===== src/rtl/lvds_sync_defines.svh =====
// Register map, field positions, reset values and timing counts of the data interface controllers
`ifndef LVDS_SYNC_DEFINES_SVH
`define LVDS_SYNC_DEFINES_SVH

// ----
// Register offsets
// ----
`define OFS_MODE_CTRL 5'h00
`define OFS_IRQ 5'h01
`define OFS_PROBE 5'h04
`define OFS_SAMPLE 5'h05
`define OFS_LVDS_CTRL 5'h06
`define OFS_PHASE 5'h07
`define OFS_SYNC_CTRL 5'h08
`define OFS_CLK_DIV 5'h16

// ----
// Field positions
// ----
`define BIT_FIFO_EN 2
`define BIT_LVDS_IRQ_EN 3
`define BIT_SYNC_IRQ_EN 2
`define BIT_LVDS_FLAG 7
`define BIT_SYNC_FLAG 6
`define BIT_WATCH 7
`define BIT_SELF_CORRECT 6
`define BIT_SYNC_ERR 7
`define BIT_CHECK 0

// ----
// Reset values
// ----
`define RST_BYTE 8'h00
`define RST_NIBBLE 4'h0
`define RST_OFFSET 2'h0

// ----
// Timing and arithmetic constants
// ----
`define CTL_DIV_BASE 4
`define FILTER_MAX 4'hC
`define FILTER_FRAC 12
`define SERIAL_FRAME 5'h10
`define SERIAL_CMD 5'h08

`endif


===== src/rtl/lvds_sync_pkg.sv =====
// Types shared by the data interface controllers
package lvds_sync_pkg;
    typedef enum logic [4:0] {
        LS_IDLE = 5'b00001,
        LS_SETUP = 5'b00010,
        LS_HOLD = 5'b00100,
        LS_EVAL = 5'b01000,
        LS_HALT = 5'b10000
    } lvds_state_t;

    typedef logic [13:0] sample_t;
endpackage


===== src/rtl/lvds_sync_ctrl.sv =====
// Sampling and synchronisation controllers with serial register port and output buffer
// How it works
// Each controller picks manual, watch or self-correct mode from its own register.
// Manual mode: probes and offsets come only from serial register writes.
// Watch mode measures, filters, compares to threshold (sampling) or critical phase set (sync), flags and halts on violation.
// Register 1 bits 3,2 enable, bits 7,6 flag; enabled flags drive irq.
// A flag clears only after its enable stays zero one controller tick.
// Self-correct mode adopts the new optimum on violation and keeps running.
// Input bits are captured by the delayed strobe set by sample delay.
// Sample delay reg5 7:4, setup probe reg4 7:4, hold probe reg4 3:0, check reg5 bit0.
// Check bit reports the clock copy sampled by the check strobe.
// Software finds setup then hold edge counts by stepping probes until check low.
// Software sets sample delay to half hold minus setup and re-measures.
// Each delay step is a fixed 80 ps, not a clock fraction.
// Sampling watch repeats edge search, filters midpoint, compares to reg6 1:0.
// Software keeps sampling filter length at most 12.
// Reg6 bit7 enables watch; bits 7 and 6 together select self-correct.
// Eight-word FIFO, write counter on strobe, read counter on converter rate.
// Read pointer offset moves the read pointer in steps of two entries.
// Reg7 6:4 reports pointer phase, bit7 sync error; 0/7 critical, 3/4 optimal.
// Reg7 1:0 offset advances read pointer two entries per unit.
// Software enables FIFO in reg0 bit2, reads phase, adjusts offset.
// Sync watch reg8 bit7; select bit0 widens critical set to 0,1,6,7.
// Reg8 bit6 lets the sync controller update the offset itself.
// Phase status is filtered by change over 2^length; length clamps at 12.
// Disabled FIFO is bypassed; enabled adds pointer distance plus four periods.
// Controller tick is sys_clk divided by 2^(reg22 3:0 + 4).
// Flags hold until cleared; a halted controller waits for reconfiguration.
`timescale 1ns/1ps
`include "lvds_sync_defines.svh"

module sample_buffer #(
    parameter int WIDTH = 14,
    parameter int DEPTH = 4
) (
    input wire logic sys_clk,
    input wire logic srst,
    input wire logic inValid,
    output logic inReady,
    input wire logic [WIDTH-1:0] inData,
    output logic outValid,
    input wire logic outReady,
    output logic [WIDTH-1:0] outData
);
    localparam int AW = $clog2(DEPTH);
    logic [WIDTH-1:0] mem [DEPTH];
    logic [AW:0] count_r;
    logic [AW-1:0] wrIdx_r;
    logic [AW-1:0] rdIdx_r;
    wire push = inValid && inReady;
    wire pop = outValid && outReady;

    assign inReady = (count_r != (AW+1)'(DEPTH));
    assign outValid = (count_r != '0);
    assign outData = mem[rdIdx_r];

    always_ff @(posedge sys_clk) begin
        if (push) begin
            mem[wrIdx_r] <= inData;
        end
    end

    always_ff @(posedge sys_clk) begin
        if (srst) begin
            count_r <= '0;
            wrIdx_r <= '0;
            rdIdx_r <= '0;
        end else begin
            if (push) begin
                wrIdx_r <= wrIdx_r + 1'b1;
            end
            if (pop) begin
                rdIdx_r <= rdIdx_r + 1'b1;
            end
            count_r <= count_r + (AW+1)'(push) - (AW+1)'(pop);
        end
    end
endmodule

module lvds_sync_ctrl (
    input wire logic sys_clk,
    input wire logic srst,
    input wire logic sclk,
    input wire logic csN,
    input wire logic sdi,
    output logic sdo,
    output logic sdoOe,
    output logic irq,
    output logic [3:0] sampleDelay,
    output logic [3:0] setupProbeDelay,
    output logic [3:0] holdProbeDelay,
    input wire logic checkIn,
    input wire logic sampleStrobe,
    input wire lvds_sync_pkg::sample_t inputDataBits,
    input wire logic convTick,
    output logic dataValid,
    input wire logic dataReady,
    output lvds_sync_pkg::sample_t dataOut
);
    import lvds_sync_pkg::*;

    // ------------------------------------------------------------------------
    // Register state
    // ------------------------------------------------------------------------
    logic fifoEn_r, lvdsIrqEn_r, syncIrqEn_r, lvdsFlag_r, syncFlag_r;
    logic [3:0] sd_r, msd_r, mhd_r, ccd_r;
    logic [7:0] lvdsCtrl_r, syncCtrl_r;
    logic [1:0] phOfs_r;
    logic check_r, syncErr_r;

    // ------------------------------------------------------------------------
    // Serial register port, sampled on sys_clk
    // ------------------------------------------------------------------------
    logic sclkPrev_r;
    logic [4:0] bitCnt_r;
    logic [15:0] shift_r;
    logic [7:0] sdoShift_r;
    logic reading_r;
    logic [7:0] rdData;
    wire sclkRise = sclk && !sclkPrev_r && !csN;
    wire sclkFall = !sclk && sclkPrev_r && !csN;
    wire [15:0] shiftNxt = {shift_r[14:0], sdi};
    wire cmdDone = sclkRise && (bitCnt_r == `SERIAL_CMD - 5'h01);
    wire wrStb = sclkRise && (bitCnt_r == `SERIAL_FRAME - 5'h01) && !shift_r[14];
    wire [4:0] wrAddr = shift_r[11:7];
    wire [7:0] wrData = shiftNxt[7:0];
    wire [4:0] rdAddr = shiftNxt[4:0];
    wire wrIrq = wrStb && (wrAddr == `OFS_IRQ);
    wire wrPhase = wrStb && (wrAddr == `OFS_PHASE);
    wire wrSample = wrStb && (wrAddr == `OFS_SAMPLE);
    wire wrLvds = wrStb && (wrAddr == `OFS_LVDS_CTRL);
    logic [2:0] phaseStat_r;

    always_comb begin
        case (rdAddr)
            `OFS_MODE_CTRL: rdData = {5'h00, fifoEn_r, 2'h0};
            `OFS_IRQ: rdData = {lvdsFlag_r, syncFlag_r, 2'h0, lvdsIrqEn_r, syncIrqEn_r, 2'h0};
            `OFS_PROBE: rdData = {msd_r, mhd_r};
            `OFS_SAMPLE: rdData = {sd_r, 3'h0, check_r}; // see R8
            `OFS_LVDS_CTRL: rdData = lvdsCtrl_r;
            `OFS_PHASE: rdData = {syncErr_r, phaseStat_r, 2'h0, phOfs_r};
            `OFS_SYNC_CTRL: rdData = syncCtrl_r;
            `OFS_CLK_DIV: rdData = {4'h0, ccd_r};
            default: rdData = 8'h00;
        endcase
    end

    always_ff @(posedge sys_clk) begin
        if (srst || csN) begin
            bitCnt_r <= '0;
            reading_r <= 1'b0;
            sdoShift_r <= `RST_BYTE;
        end else begin
            if (sclkRise) begin
                bitCnt_r <= bitCnt_r + 5'h01;
                shift_r <= shiftNxt;
            end
            if (cmdDone) begin
                reading_r <= shiftNxt[7];
                sdoShift_r <= rdData;
            end else if (sclkFall && reading_r && bitCnt_r > `SERIAL_CMD) begin
                sdoShift_r <= {sdoShift_r[6:0], 1'b0};
            end
        end
        sclkPrev_r <= srst ? 1'b0 : sclk;
    end

    assign sdo = sdoShift_r[7];
    assign sdoOe = reading_r && !csN;

    // ------------------------------------------------------------------------
    // Controller tick divider
    // ------------------------------------------------------------------------
    logic [19:0] divCnt_r;
    wire [4:0] divExp = 5'(ccd_r) + 5'(`CTL_DIV_BASE);
    wire [19:0] divMask = 20'((21'h1 << divExp) - 21'h1);
    wire ctlTick = ((divCnt_r & divMask) == divMask);

    always_ff @(posedge sys_clk) begin
        divCnt_r <= srst ? 20'h0 : divCnt_r + 20'h1;
    end

    // ------------------------------------------------------------------------
    // Sampling controller
    // ------------------------------------------------------------------------
    wire lvdsWatch = lvdsCtrl_r[`BIT_WATCH];
    wire lvdsAuto = lvdsWatch && lvdsCtrl_r[`BIT_SELF_CORRECT];
    wire [3:0] lvdsFltRaw = lvdsCtrl_r[5:2];
    wire [3:0] lvdsFlt = (lvdsFltRaw > `FILTER_MAX) ? `FILTER_MAX : lvdsFltRaw;
    wire [1:0] lvdsThr = lvdsCtrl_r[1:0];
    lvds_state_t lsState_r;
    logic [3:0] probeCnt_r, setupCnt_r;
    logic signed [19:0] lvdsAvg_r;
    wire scanning = (lsState_r == LS_SETUP) || (lsState_r == LS_HOLD);
    wire signed [19:0] midQ = 20'($signed({1'b0, probeCnt_r} - {1'b0, setupCnt_r}) >>> 1)
                               <<< `FILTER_FRAC;
    wire signed [19:0] lvdsAvgNxt = lvdsAvg_r + ((midQ - lvdsAvg_r) >>> lvdsFlt);
    wire signed [7:0] drift = 8'(lvdsAvgNxt >>> `FILTER_FRAC);
    wire [7:0] driftMag = drift[7] ? 8'(-drift) : 8'(drift);
    wire lvdsViol = driftMag > {6'h00, lvdsThr};
    wire signed [7:0] sdSum = $signed({4'h0, sd_r}) + drift;
    wire [3:0] sdNew = sdSum[7] ? 4'h0 : (sdSum > 8'sd15 ? 4'hF : sdSum[3:0]);
    wire lvdsCorrect = ctlTick && (lsState_r == LS_HOLD) && (!checkIn || probeCnt_r == 4'hF)
                       && lvdsViol && lvdsAuto;
    wire lvdsEvent = ctlTick && (lsState_r == LS_HOLD) && (!checkIn || probeCnt_r == 4'hF)
                     && lvdsViol && !lvdsAuto;

    always_ff @(posedge sys_clk) begin
        if (srst) begin
            lsState_r <= LS_IDLE;
            probeCnt_r <= `RST_NIBBLE;
            setupCnt_r <= `RST_NIBBLE;
            lvdsAvg_r <= '0;
        end else if (!lvdsWatch) begin
            lsState_r <= LS_IDLE;
            lvdsAvg_r <= '0;
        end else if (ctlTick) begin
            case (lsState_r)
                LS_IDLE: begin
                    probeCnt_r <= 4'h0;
                    lsState_r <= LS_SETUP;
                end
                LS_SETUP: begin
                    if (!checkIn || probeCnt_r == 4'hF) begin
                        setupCnt_r <= probeCnt_r;
                        probeCnt_r <= 4'h0;
                        lsState_r <= LS_HOLD;
                    end else begin
                        probeCnt_r <= probeCnt_r + 4'h1;
                    end
                end
                LS_HOLD: begin
                    if (!checkIn || probeCnt_r == 4'hF) begin
                        lvdsAvg_r <= lvdsCorrect ? 20'sd0 : lvdsAvgNxt;
                        lsState_r <= lvdsEvent ? LS_HALT : LS_EVAL;
                    end else begin
                        probeCnt_r <= probeCnt_r + 4'h1;
                    end
                end
                LS_EVAL: begin
                    probeCnt_r <= 4'h0;
                    lsState_r <= LS_SETUP;
                end
                LS_HALT: lsState_r <= LS_HALT;
                default: lsState_r <= LS_IDLE;
            endcase
        end
    end

    // Manual mode hands the probe delays to software; watch mode owns them
    assign setupProbeDelay = (scanning && lsState_r == LS_SETUP) ? probeCnt_r
                             : (lvdsWatch ? 4'h0 : msd_r); // see R2
    assign holdProbeDelay = (scanning && lsState_r == LS_HOLD) ? probeCnt_r
                            : (lvdsWatch ? 4'h0 : mhd_r);
    assign sampleDelay = sd_r; // see R7

    // ------------------------------------------------------------------------
    // Synchronisation FIFO
    // ------------------------------------------------------------------------
    sample_t syncMem [8];
    sample_t bypass_r;
    logic [2:0] wrPtr_r, rdCnt_r;
    logic bypassValid_r, statValid_r;
    logic bufReady;
    wire [2:0] rdPtr = rdCnt_r + {phOfs_r, 1'b0}; // see R17
    wire rdAdv = fifoEn_r && convTick && bufReady;
    wire pushValid = fifoEn_r ? rdAdv : bypassValid_r;
    wire sample_t pushData = fifoEn_r ? syncMem[rdPtr] : bypass_r;

    always_ff @(posedge sys_clk) begin
        if (sampleStrobe) begin
            syncMem[wrPtr_r] <= inputDataBits;
            bypass_r <= inputDataBits;
        end
    end

    always_ff @(posedge sys_clk) begin
        if (srst || !fifoEn_r) begin
            wrPtr_r <= 3'h0;
            rdCnt_r <= 3'h0;
            phaseStat_r <= 3'h0;
            statValid_r <= 1'b0;
        end else begin
            if (sampleStrobe) begin
                wrPtr_r <= wrPtr_r + 3'h1;
            end
            if (rdAdv) begin
                rdCnt_r <= rdCnt_r + 3'h1;
            end
            if (rdAdv && rdPtr == 3'h0) begin
                phaseStat_r <= wrPtr_r;
                statValid_r <= 1'b1;
            end
        end
        if (srst) begin
            bypassValid_r <= 1'b0;
        end else if (sampleStrobe && !fifoEn_r && bufReady) begin
            bypassValid_r <= 1'b1;
        end else if (bufReady) begin
            bypassValid_r <= 1'b0;
        end
    end

    sample_buffer #(.WIDTH(14), .DEPTH(4)) outBuf (
        .sys_clk(sys_clk),
        .srst(srst),
        .inValid(pushValid),
        .inReady(bufReady),
        .inData(pushData),
        .outValid(dataValid),
        .outReady(dataReady),
        .outData(dataOut)
    );

    // ------------------------------------------------------------------------
    // Synchronisation controller
    // ------------------------------------------------------------------------
    wire syncWatch = syncCtrl_r[`BIT_WATCH];
    wire syncAuto = syncWatch && syncCtrl_r[`BIT_SELF_CORRECT];
    wire [3:0] syncFltRaw = syncCtrl_r[5:2];
    wire [3:0] syncFlt = (syncFltRaw > `FILTER_MAX) ? `FILTER_MAX : syncFltRaw;
    logic signed [19:0] syncAvg_r;
    logic syncHalt_r, syncPrimed_r;
    wire signed [19:0] statQ = 20'($signed({1'b0, phaseStat_r})) <<< `FILTER_FRAC;
    wire signed [19:0] syncAvgNxt = syncAvg_r + ((statQ - syncAvg_r) >>> syncFlt);
    wire [2:0] syncFilt = syncAvgNxt[14:12];
    wire syncCrit = (syncFilt == 3'h0) || (syncFilt == 3'h7)
                    || (syncCtrl_r[0] && (syncFilt == 3'h1 || syncFilt == 3'h6));
    wire syncRun = syncWatch && fifoEn_r && statValid_r && !syncHalt_r && ctlTick;
    wire syncEvent = syncRun && syncPrimed_r && syncCrit && !syncAuto;
    wire syncCorrect = syncRun && syncPrimed_r && syncCrit && syncAuto;
    wire [1:0] autoOfs = (syncFilt > 3'h4) ? phOfs_r + 2'h1 : phOfs_r - 2'h1;
    wire crossing = rdAdv && (rdPtr == wrPtr_r);

    always_ff @(posedge sys_clk) begin
        if (srst || !syncWatch) begin
            syncHalt_r <= 1'b0;
            syncPrimed_r <= 1'b0;
            syncAvg_r <= '0;
        end else if (syncRun) begin
            syncPrimed_r <= 1'b1;
            if (!syncPrimed_r || syncCorrect) begin
                syncAvg_r <= statQ;
            end else begin
                syncAvg_r <= syncAvgNxt;
            end
            if (syncEvent) begin
                syncHalt_r <= 1'b1;
            end
        end
    end

    // ------------------------------------------------------------------------
    // Interrupt flags and clear qualification
    // ------------------------------------------------------------------------
    logic lvdsEnLowSeen_r, syncEnLowSeen_r;
    wire lvdsClr = ctlTick && lvdsEnLowSeen_r && !lvdsIrqEn_r;
    wire syncClr = ctlTick && syncEnLowSeen_r && !syncIrqEn_r;

    always_ff @(posedge sys_clk) begin
        if (srst) begin
            lvdsEnLowSeen_r <= 1'b0;
            syncEnLowSeen_r <= 1'b0;
            lvdsFlag_r <= 1'b0;
            syncFlag_r <= 1'b0;
        end else begin
            if (ctlTick) begin
                lvdsEnLowSeen_r <= !lvdsIrqEn_r;
                syncEnLowSeen_r <= !syncIrqEn_r;
            end
            lvdsFlag_r <= lvdsEvent || (lvdsFlag_r && !lvdsClr);
            syncFlag_r <= syncEvent || (syncFlag_r && !syncClr);
        end
    end

    assign irq = (lvdsFlag_r && lvdsIrqEn_r) || (syncFlag_r && syncIrqEn_r);

    // ------------------------------------------------------------------------
    // Register writes
    // ------------------------------------------------------------------------
    always_ff @(posedge sys_clk) begin
        if (srst) begin
            fifoEn_r <= 1'b0;
            lvdsIrqEn_r <= 1'b0;
            syncIrqEn_r <= 1'b0;
            sd_r <= `RST_NIBBLE;
            msd_r <= `RST_NIBBLE;
            mhd_r <= `RST_NIBBLE;
            ccd_r <= `RST_NIBBLE;
            lvdsCtrl_r <= `RST_BYTE;
            syncCtrl_r <= `RST_BYTE;
            phOfs_r <= `RST_OFFSET;
            check_r <= 1'b0;
            syncErr_r <= 1'b0;
        end else begin
            check_r <= checkIn;
            if (wrStb && wrAddr == `OFS_MODE_CTRL) begin
                fifoEn_r <= wrData[`BIT_FIFO_EN];
            end
            if (wrIrq) begin
                lvdsIrqEn_r <= wrData[`BIT_LVDS_IRQ_EN];
                syncIrqEn_r <= wrData[`BIT_SYNC_IRQ_EN];
            end
            if (wrStb && wrAddr == `OFS_PROBE) begin
                msd_r <= wrData[7:4];
                mhd_r <= wrData[3:0];
            end
            if (wrSample) begin
                sd_r <= wrData[7:4];
            end else if (lvdsCorrect) begin
                sd_r <= sdNew;
            end
            if (wrLvds) begin
                lvdsCtrl_r <= wrData;
            end
            if (wrStb && wrAddr == `OFS_SYNC_CTRL) begin
                syncCtrl_r <= wrData;
            end
            if (wrStb && wrAddr == `OFS_CLK_DIV) begin
                ccd_r <= wrData[3:0];
            end
            if (wrPhase) begin
                phOfs_r <= wrData[1:0];
            end else if (syncCorrect) begin
                phOfs_r <= autoOfs;
            end
            syncErr_r <= crossing || (syncErr_r && !(wrPhase && wrData[`BIT_SYNC_ERR]));
        end
    end
endmodule


===== config.mk =====
export PLATFORM = sky130hd
export DESIGN_NAME = lvds_sync_ctrl
export DESIGN_NICKNAME = d
export VERILOG_FILES = /design/src/rtl/lvds_sync_pkg.sv /design/src/rtl/lvds_sync_ctrl.sv
export VERILOG_INCLUDE_DIRS = /design/src /design/src/rtl
export SDC_FILE = /design/constraint.sdc
export NUM_CORES = 1
export LEC_CHECK = 0
export BUFFER_PORTS_ARGS = -buffer_cell sky130_fd_sc_hd__buf_4
export CORE_MARGIN = 2
export CORE_UTILIZATION = 45
export CTS_CLUSTER_DIAMETER = 50
export DETAILED_ROUTE_END_ITERATION = 10
export GPL_ROUTABILITY_DRIVEN = 0
export GPL_TIMING_DRIVEN = 0
export SLEW_MARGIN = 20
export SYNTH_ARGS = -nofsm -noshare
export SYNTH_HDL_FRONTEND = slang
export SYNTH_HIERARCHICAL = 1
export SYNTH_SLANG_ARGS = --single-unit

===== constraint.sdc =====
create_clock -name sys_clk -period 12.65 [get_ports sys_clk]
set_clock_uncertainty 0.05 [all_clocks]
set_input_delay 0.6325 -clock sys_clk [delete_from_list [all_inputs] [get_ports sys_clk]]
set_output_delay 0.6325 -clock sys_clk [all_outputs]
set_load 0.02 [all_outputs]

==> results of run 1 <==
routing by layer:
metal  up-vias  GRT usage
met2       528      0.369
met5         -          0
li1       7799          -
met3        88     0.0458
met1      7810      0.322
met4         4     0.0897
cell type report:
type | instances | area share
Multi-Input combinational cell | 1507 | 0.459
Sequential cell | 350 | 0.389
Clock buffer | 57 | 0.0534
Tap cell | 592 | 0.0321
Buffer | 121 | 0.0227
Timing Repair Buffer | 62 | 0.0218
Clock inverter | 30 | 0.0118
Inverter | 65 | 0.0106
stage by stage:
step / cell area (um^2) / std cells / setup slack, ns
2_1_floorplan: 20300 / 2043 / 5.90
3_3_place_gp: 21500 / 2687 / 4.84
3_5_place_dp: 21600 / 2697 / 4.73
4_1_cts: 23100 / 2784 / 4.64
5_1_grt: 23100 / 2784 / 3.95
6_report: 23100 / 2784 / 4.62
worst register-to-register path, delay by kind of cell (launching register included):
| kind | cells | cell delay (ns) |
|---|---|---|
| mux | 2 | 0.65 |
| compound gates | 10 | 1.81 |
| xor+xnor | 2 | 0.57 |
| flops | 1 | 0.50 |
| fa+ha+maj | 4 | 1.42 |
| simple gates | 12 | 2.93 |
power by group through the flow:
stage	clock [uW]	sequential [uW]	combinational (uW)
floorplan	0	1270	140
global placement	0	1270	220
detailed placement	0	1280	225
CTS	1310	1250	226
global route	1360	1250	239
finish	1280	1250	220
path summary, 6_finish.rpt:
| check | end |
|---|---|
| worst max register to register | sampleDelay[3] |
| worst max-delay path | sampleDelay[3] |
| worst min-delay path | sclkPrev_r |
| worst min register to register | shift_r[13] |
kinds of logic (layout without fill, tap and decap cells):
group / Yosys count / in the layout / share of synthesized area
flip-flops: 350 / 350 / 0.442
AND/OR/NAND/NOR: 693 / 693 / 0.166
XOR/XNOR: 93 / 93 / 0.0415
multiplexers: 147 / 147 / 0.103
buffers and inverters: 186 / 335 / 0.0377
adder cells (fa/ha/maj): 83 / 83 / 0.0526
AO/OA/AOI/OAI: 491 / 491 / 0.158
registers in the layout, indices dropped and copies added, names as in the netlist, 3 cells and up, named ones only:
name and flops:
syncMem 112, outBuf/mem 56, divCnt_r 20, lvdsAvg_r 20, syncAvg_r 20, shift_r 15, bypass_r 14, lvdsCtrl_r 8
sdoShift_r 8, syncCtrl_r 8, bitCnt_r 5, lsState_r 5, ccd_r 4, mhd_r 4, msd_r 4, probeCnt_r 4
sampleDelay 4, setupCnt_r 4, outBuf/count_r 3, phaseStat_r 3, rdCnt_r 3, wrPtr_r 3
cells in the mapped netlist (17+ instances only):
master    count
nor2b_1      22
dfxtp_1     153
nand3_1      46
o21ai_0      72
nand4_1      18
xor2_1       42
nor3_1       52
clkbuf_1     90
o22ai_1      17
a21oi_1     166
nand2b_1     22
mux2i_1      91
a22o_1       17
ha_1         79
a211oi_1     29
a21o_1       32
xnor2_1      48
inv_1        63
and2_1       18
mux4_2       43
edfxtp_1    197
nand2_1     158
nor2_1      258
==> results.sh, run 1 <==
export IMPL_outcome="finished, final reports clean"
export IMPL_hold_violations=0
export IMPL_setup_tns_final_ns=0
export IMPL_core_mm2=0.0444
export IMPL_wl_met1_um=24400
export IMPL_ys_types=104
export IMPL_combPwrFrac=0.080
export IMPL_post_drt_wl_per_cell_um=19.8
export IMPL_cap_violations=0
export IMPL_clk_pin_slew_ns=0.06
export IMPL_fin_util=0.520
export IMPL_detailed_place_hpwl_um=40400
export IMPL_synth_warnings=6
export IMPL_synth_edf_count=197
export IMPL_wl_met3_um=4070
export IMPL_grt_pass1_wl_um=86900
export IMPL_syn_instance_count=2043
export IMPL_p_per_area_mw_per_mm2=119
export IMPL_critical_path_required_ns=13.10
export IMPL_path_common_cell="ha_1"
export IMPL_hold_depth=2
export IMPL_ys_flop_type="edfxtp_1"
export IMPL_worstPathMaxFanout=9
export IMPL_crit_arrival_ns=8.47
export IMPL_diodes=0
export IMPL_layout_common_cells="nor2_1, edfxtp_1, a21oi_1, nand2_1, dfxtp_1"
export IMPL_post_route_drc_count=0
export IMPL_ys_top_cells_by_area="edfxtp_1, dfxtp_1, ha_1"
export IMPL_tightest_slew_ns=1.08
export IMPL_first_pass_iters=6
export IMPL_max_stage_delay_ns=0.55
export IMPL_root_buffer="clkbuf_16"
export IMPL_crit_path_top_delay_cell="or3b_2"
export IMPL_path_buf_inv=0
export IMPL_cts_setup_buffers=0
export IMPL_yosysTopAreaCellShare=0.291
export IMPL_cp_num_cells=30
export IMPL_cts_buffer_depth=3
export IMPL_clock_latency_ns=0.59
export IMPL_synth_nets=2149
export IMPL_io_buffers=52
export IMPL_hold_class="in2reg"
export IMPL_min_period_ns=8.03
export IMPL_yosysSeqAreaShare=0.442
export IMPL_netlist_area_mm2=0.0203
export IMPL_swShare=0.245
export IMPL_peakVddDrop_mv=0.115
export IMPL_worstReg2RegStart="probeCnt_r[2]"
export IMPL_critPathLaunch="probeCnt_r[2]"
export IMPL_p_sw_uw=674
export IMPL_synth_top_area_cell="edfxtp_1"
export IMPL_worstSetupPathType="reg2reg"
export IMPL_p_int_uw=2080
export IMPL_hold_buffers=0
export IMPL_met2_length_um=24900
export IMPL_grt_setup_unrepaired="false"
export IMPL_ctsResizeCount=0
export IMPL_cts_tree="built"
export IMPL_grt_pass1_vias=15500
export IMPL_die_x_um=217
export IMPL_drt_iter0_markers=1374
export IMPL_syn_area_per_cell_um2=9.95
export IMPL_die_h_um=217
export IMPL_pin_count=53
export IMPL_highest_layer="met5"
export IMPL_cp_end_kind="register"
export IMPL_reg2reg_depth=30
export IMPL_clock_fmax_mhz=125
export IMPL_die_area_mm2=0.0469
export IMPL_crit_family="simple AND/OR/NAND/NOR gates"
export IMPL_finalCritPeriodShare=0.635
export IMPL_nets=2260
export IMPL_finalMaxSlewViolations=0
export IMPL_cts_buffers=47
export IMPL_finalSetupViolCount=0
export IMPL_routed_wl_um=55100
export IMPL_initial_utilization=0.458
export IMPL_cts_sinks=350
export IMPL_viasPerCell=5.83
export IMPL_hold_start="sclk"
export IMPL_fin_hold_ws_ns=0.234
export IMPL_overflow=0
export IMPL_antenna_left=0
export IMPL_antenna_found_initial=2
export IMPL_seq_power_share=0.454
export IMPL_grt_use_total=0.235
export IMPL_num_rows=77
export IMPL_layout_commonest_cell="nor2_1"
export IMPL_pwr_share_clk=0.466
export IMPL_seqCellArea_mm2=0.00898
export IMPL_multi_input_area_mm2=0.0106
export IMPL_grt_max_degree=21
export IMPL_drive_gt1_frac=0.117
export IMPL_async_flop_share=0
export IMPL_fillCellCount=4000
export IMPL_area_delta_synth_final_pct=13.7
export IMPL_relSlewSlack=0.276
export IMPL_start_kind="register"
export IMPL_r2r_setup_slack_ns=4.62
export IMPL_finalPower_uw=2750
export IMPL_num_vias=16200
export IMPL_leakagePower_uw=0.00887
export IMPL_htree_levels=2
export IMPL_ys_seq_elements=350
Power figures use the tool's default switching activity.
==> inputs of run 2 (changes only) <==
==> constraint.sdc (replaced) <==
create_clock -name sys_clk -period 8.2 [get_ports sys_clk]
set_clock_uncertainty 0.05 [all_clocks]
set_input_delay 0.41 -clock sys_clk [delete_from_list [all_inputs] [get_ports sys_clk]]
set_output_delay 0.41 -clock sys_clk [all_outputs]
set_load 0.02 [all_outputs]
==> results.sh, run 2 (synthesis results as in run 1) <==
export IMPL_placed_area_mm2=0.0216
export IMPL_peakVddDrop_mv=0.177
export IMPL_fillCellCount=3978
export IMPL_max_stage_delay_ns=0.55
export IMPL_core_mm2=0.0444
export IMPL_num_rows=77
export IMPL_cts_buffers=47
export IMPL_die_h_um=217
export IMPL_drt_iter0_markers=1341
export IMPL_cap_violations=0
export IMPL_layout_common_cells="nor2_1, edfxtp_1, a21oi_1, nand2_1, dfxtp_1"
export IMPL_layout_commonest_cell="nor2_1"
export IMPL_root_buffer="clkbuf_16"
export IMPL_seqCellArea_mm2=0.00898
export IMPL_outcome="finished, final reports clean"
export IMPL_fin_ws_ns=0.533
export IMPL_cp_end_kind="register"
export IMPL_htree_levels=2
export IMPL_start_kind="register"
export IMPL_setup_tns_final_ns=0
export IMPL_combPwrFrac=0.081
export IMPL_seq_power_share=0.454
export IMPL_hold_violations=0
export IMPL_p_per_area_mw_per_mm2=182
export IMPL_num_vias=16200
export IMPL_p_sw_uw=1040
export IMPL_clk_pin_slew_ns=0.06
export IMPL_crit_path_top_delay_cell="or3b_2"
export IMPL_finalCritPeriodShare=0.935
export IMPL_post_route_drc_count=0
export IMPL_die_area_mm2=0.0469
export IMPL_cts_buffer_depth=3
export IMPL_routed_wl_um=55400
export IMPL_grt_pass1_vias=15600
export IMPL_initial_utilization=0.458
export IMPL_grt_setup_unrepaired="false"
export IMPL_multi_input_area_mm2=0.0107
export IMPL_finalMaxSlewViolations=0
export IMPL_diodes=0
export IMPL_critical_path_required_ns=8.64
export IMPL_io_buffers=52
export IMPL_clock_latency_ns=0.59
export IMPL_swShare=0.244
export IMPL_leakagePower_uw=0.00895
export IMPL_grt_use_total=0.235
export IMPL_first_pass_iters=5
export IMPL_viasPerCell=5.79
export IMPL_grt_max_degree=21
export IMPL_pin_count=53
export IMPL_hold_class="in2reg"
export IMPL_largest_reg_flops=112
export IMPL_worstPathMaxFanout=9
export IMPL_relSlewSlack=0.277
export IMPL_finalSetupViolCount=0
export IMPL_fin_hold_ws_ns=0.0747
export IMPL_antenna_left=0
export IMPL_area_delta_synth_final_pct=14.8
export IMPL_pwr_share_clk=0.465
export IMPL_cts_sinks=350
export IMPL_cts_tree="built"
export IMPL_antenna_found_initial=2
export IMPL_p_int_uw=3220
export IMPL_overflow=0
export IMPL_final_area_mm2=0.0233
export IMPL_path_common_cell="ha_1"
export IMPL_crit_arrival_ns=8.10
export IMPL_clock_fmax_mhz=130
export IMPL_detailedPlace_worstSlack_ns=0.277
export IMPL_largest_register="syncMem"
export IMPL_min_period_ns=7.67
export IMPL_post_drt_wl_per_cell_um=19.8
export IMPL_nets=2277
export IMPL_detailed_place_hpwl_um=40400
export IMPL_tightest_slew_ns=1.08
export IMPL_die_x_um=217
export IMPL_worstSetupPathType="reg2reg"
export IMPL_drive_gt1_frac=0.120
export IMPL_grt_pass1_wl_um=87100
export IMPL_reg_top3="syncMem (112), outBuf/mem (56)"
## run 2: changes by cell type in the layout (fill, tap and decap cells not counted), sizes merged
cell	before	now
dlygate4sd3	0	17
## run 2: area by class of cell
cell class              count  area share
well taps                 592      0.0317
clock buffers              57      0.0529
inverters                  65      0.0105
plain buffers             121      0.0225
repair buffers             79      0.0289
multi-input cells        1507       0.457
flip-flops and latches    350       0.385
clock inverters            30      0.0116
## run 2: path summary, 6_finish.rpt
kind                  from             end  slack [ns]  depth (start not counted)
min reg2reg    shift_r[12]     shift_r[13]        0.37                          0
min               convTick      rdCnt_r[1]        0.07                          3
max          probeCnt_r[1]  sampleDelay[2]        0.53                         31
max reg2reg  probeCnt_r[1]  sampleDelay[2]        0.53                         31
## run 2: what timing repair did
item / CTS / global route
endpoints found under the hold margin: 129 / 0
endpoints found under the setup margin: 0 / 27
buffers inserted: 0 / 0
resized for setup: 0 / 10
hold buffers: 17 / 0
## run 2: worst max-delay path: cells and delay by family, from the launching register on
kind,cells,cell delay (ns)
xor gates and xnor gates,4,0.96
buffers and inverters,1,0.12
muxes,2,0.65
and+or+nand+nor,10,1.99
AOI/OAI and AO/OA,10,1.85
adders and majority gates,4,1.50
DFF,1,0.44
## run 2: layer usage
layer,global-route usage,vias to the layer above,part of all wire
met5,0,-,0.00043
met4,0.0897,4,0.033
met3,0.0432,101,0.066
met2,0.371,485,0.45
met1,0.323,7805,0.45
li1,-,7827,-
## run 2: power groups by stage
| stage | clock (uW) | combinational [uW] | sequential (uW) |
|---|---|---|---|
| floorplan | 0 | 217 | 1960 |
| global placement | 0 | 340 | 1970 |
| detailed placement | 0 | 346 | 1970 |
| CTS | 2020 | 355 | 1930 |
| global route | 2090 | 375 | 1930 |
| finish | 1980 | 345 | 1930 |
## run 2: per-stage QoR
step,std cells,utilization,power (uW)
floorplan,2043,-,2180
global placement,2687,0.483,2310
detailed placement,2697,0.486,2310
CTS,2801,0.524,4310
global route,2801,0.525,4400
finish,2801,0.525,4260
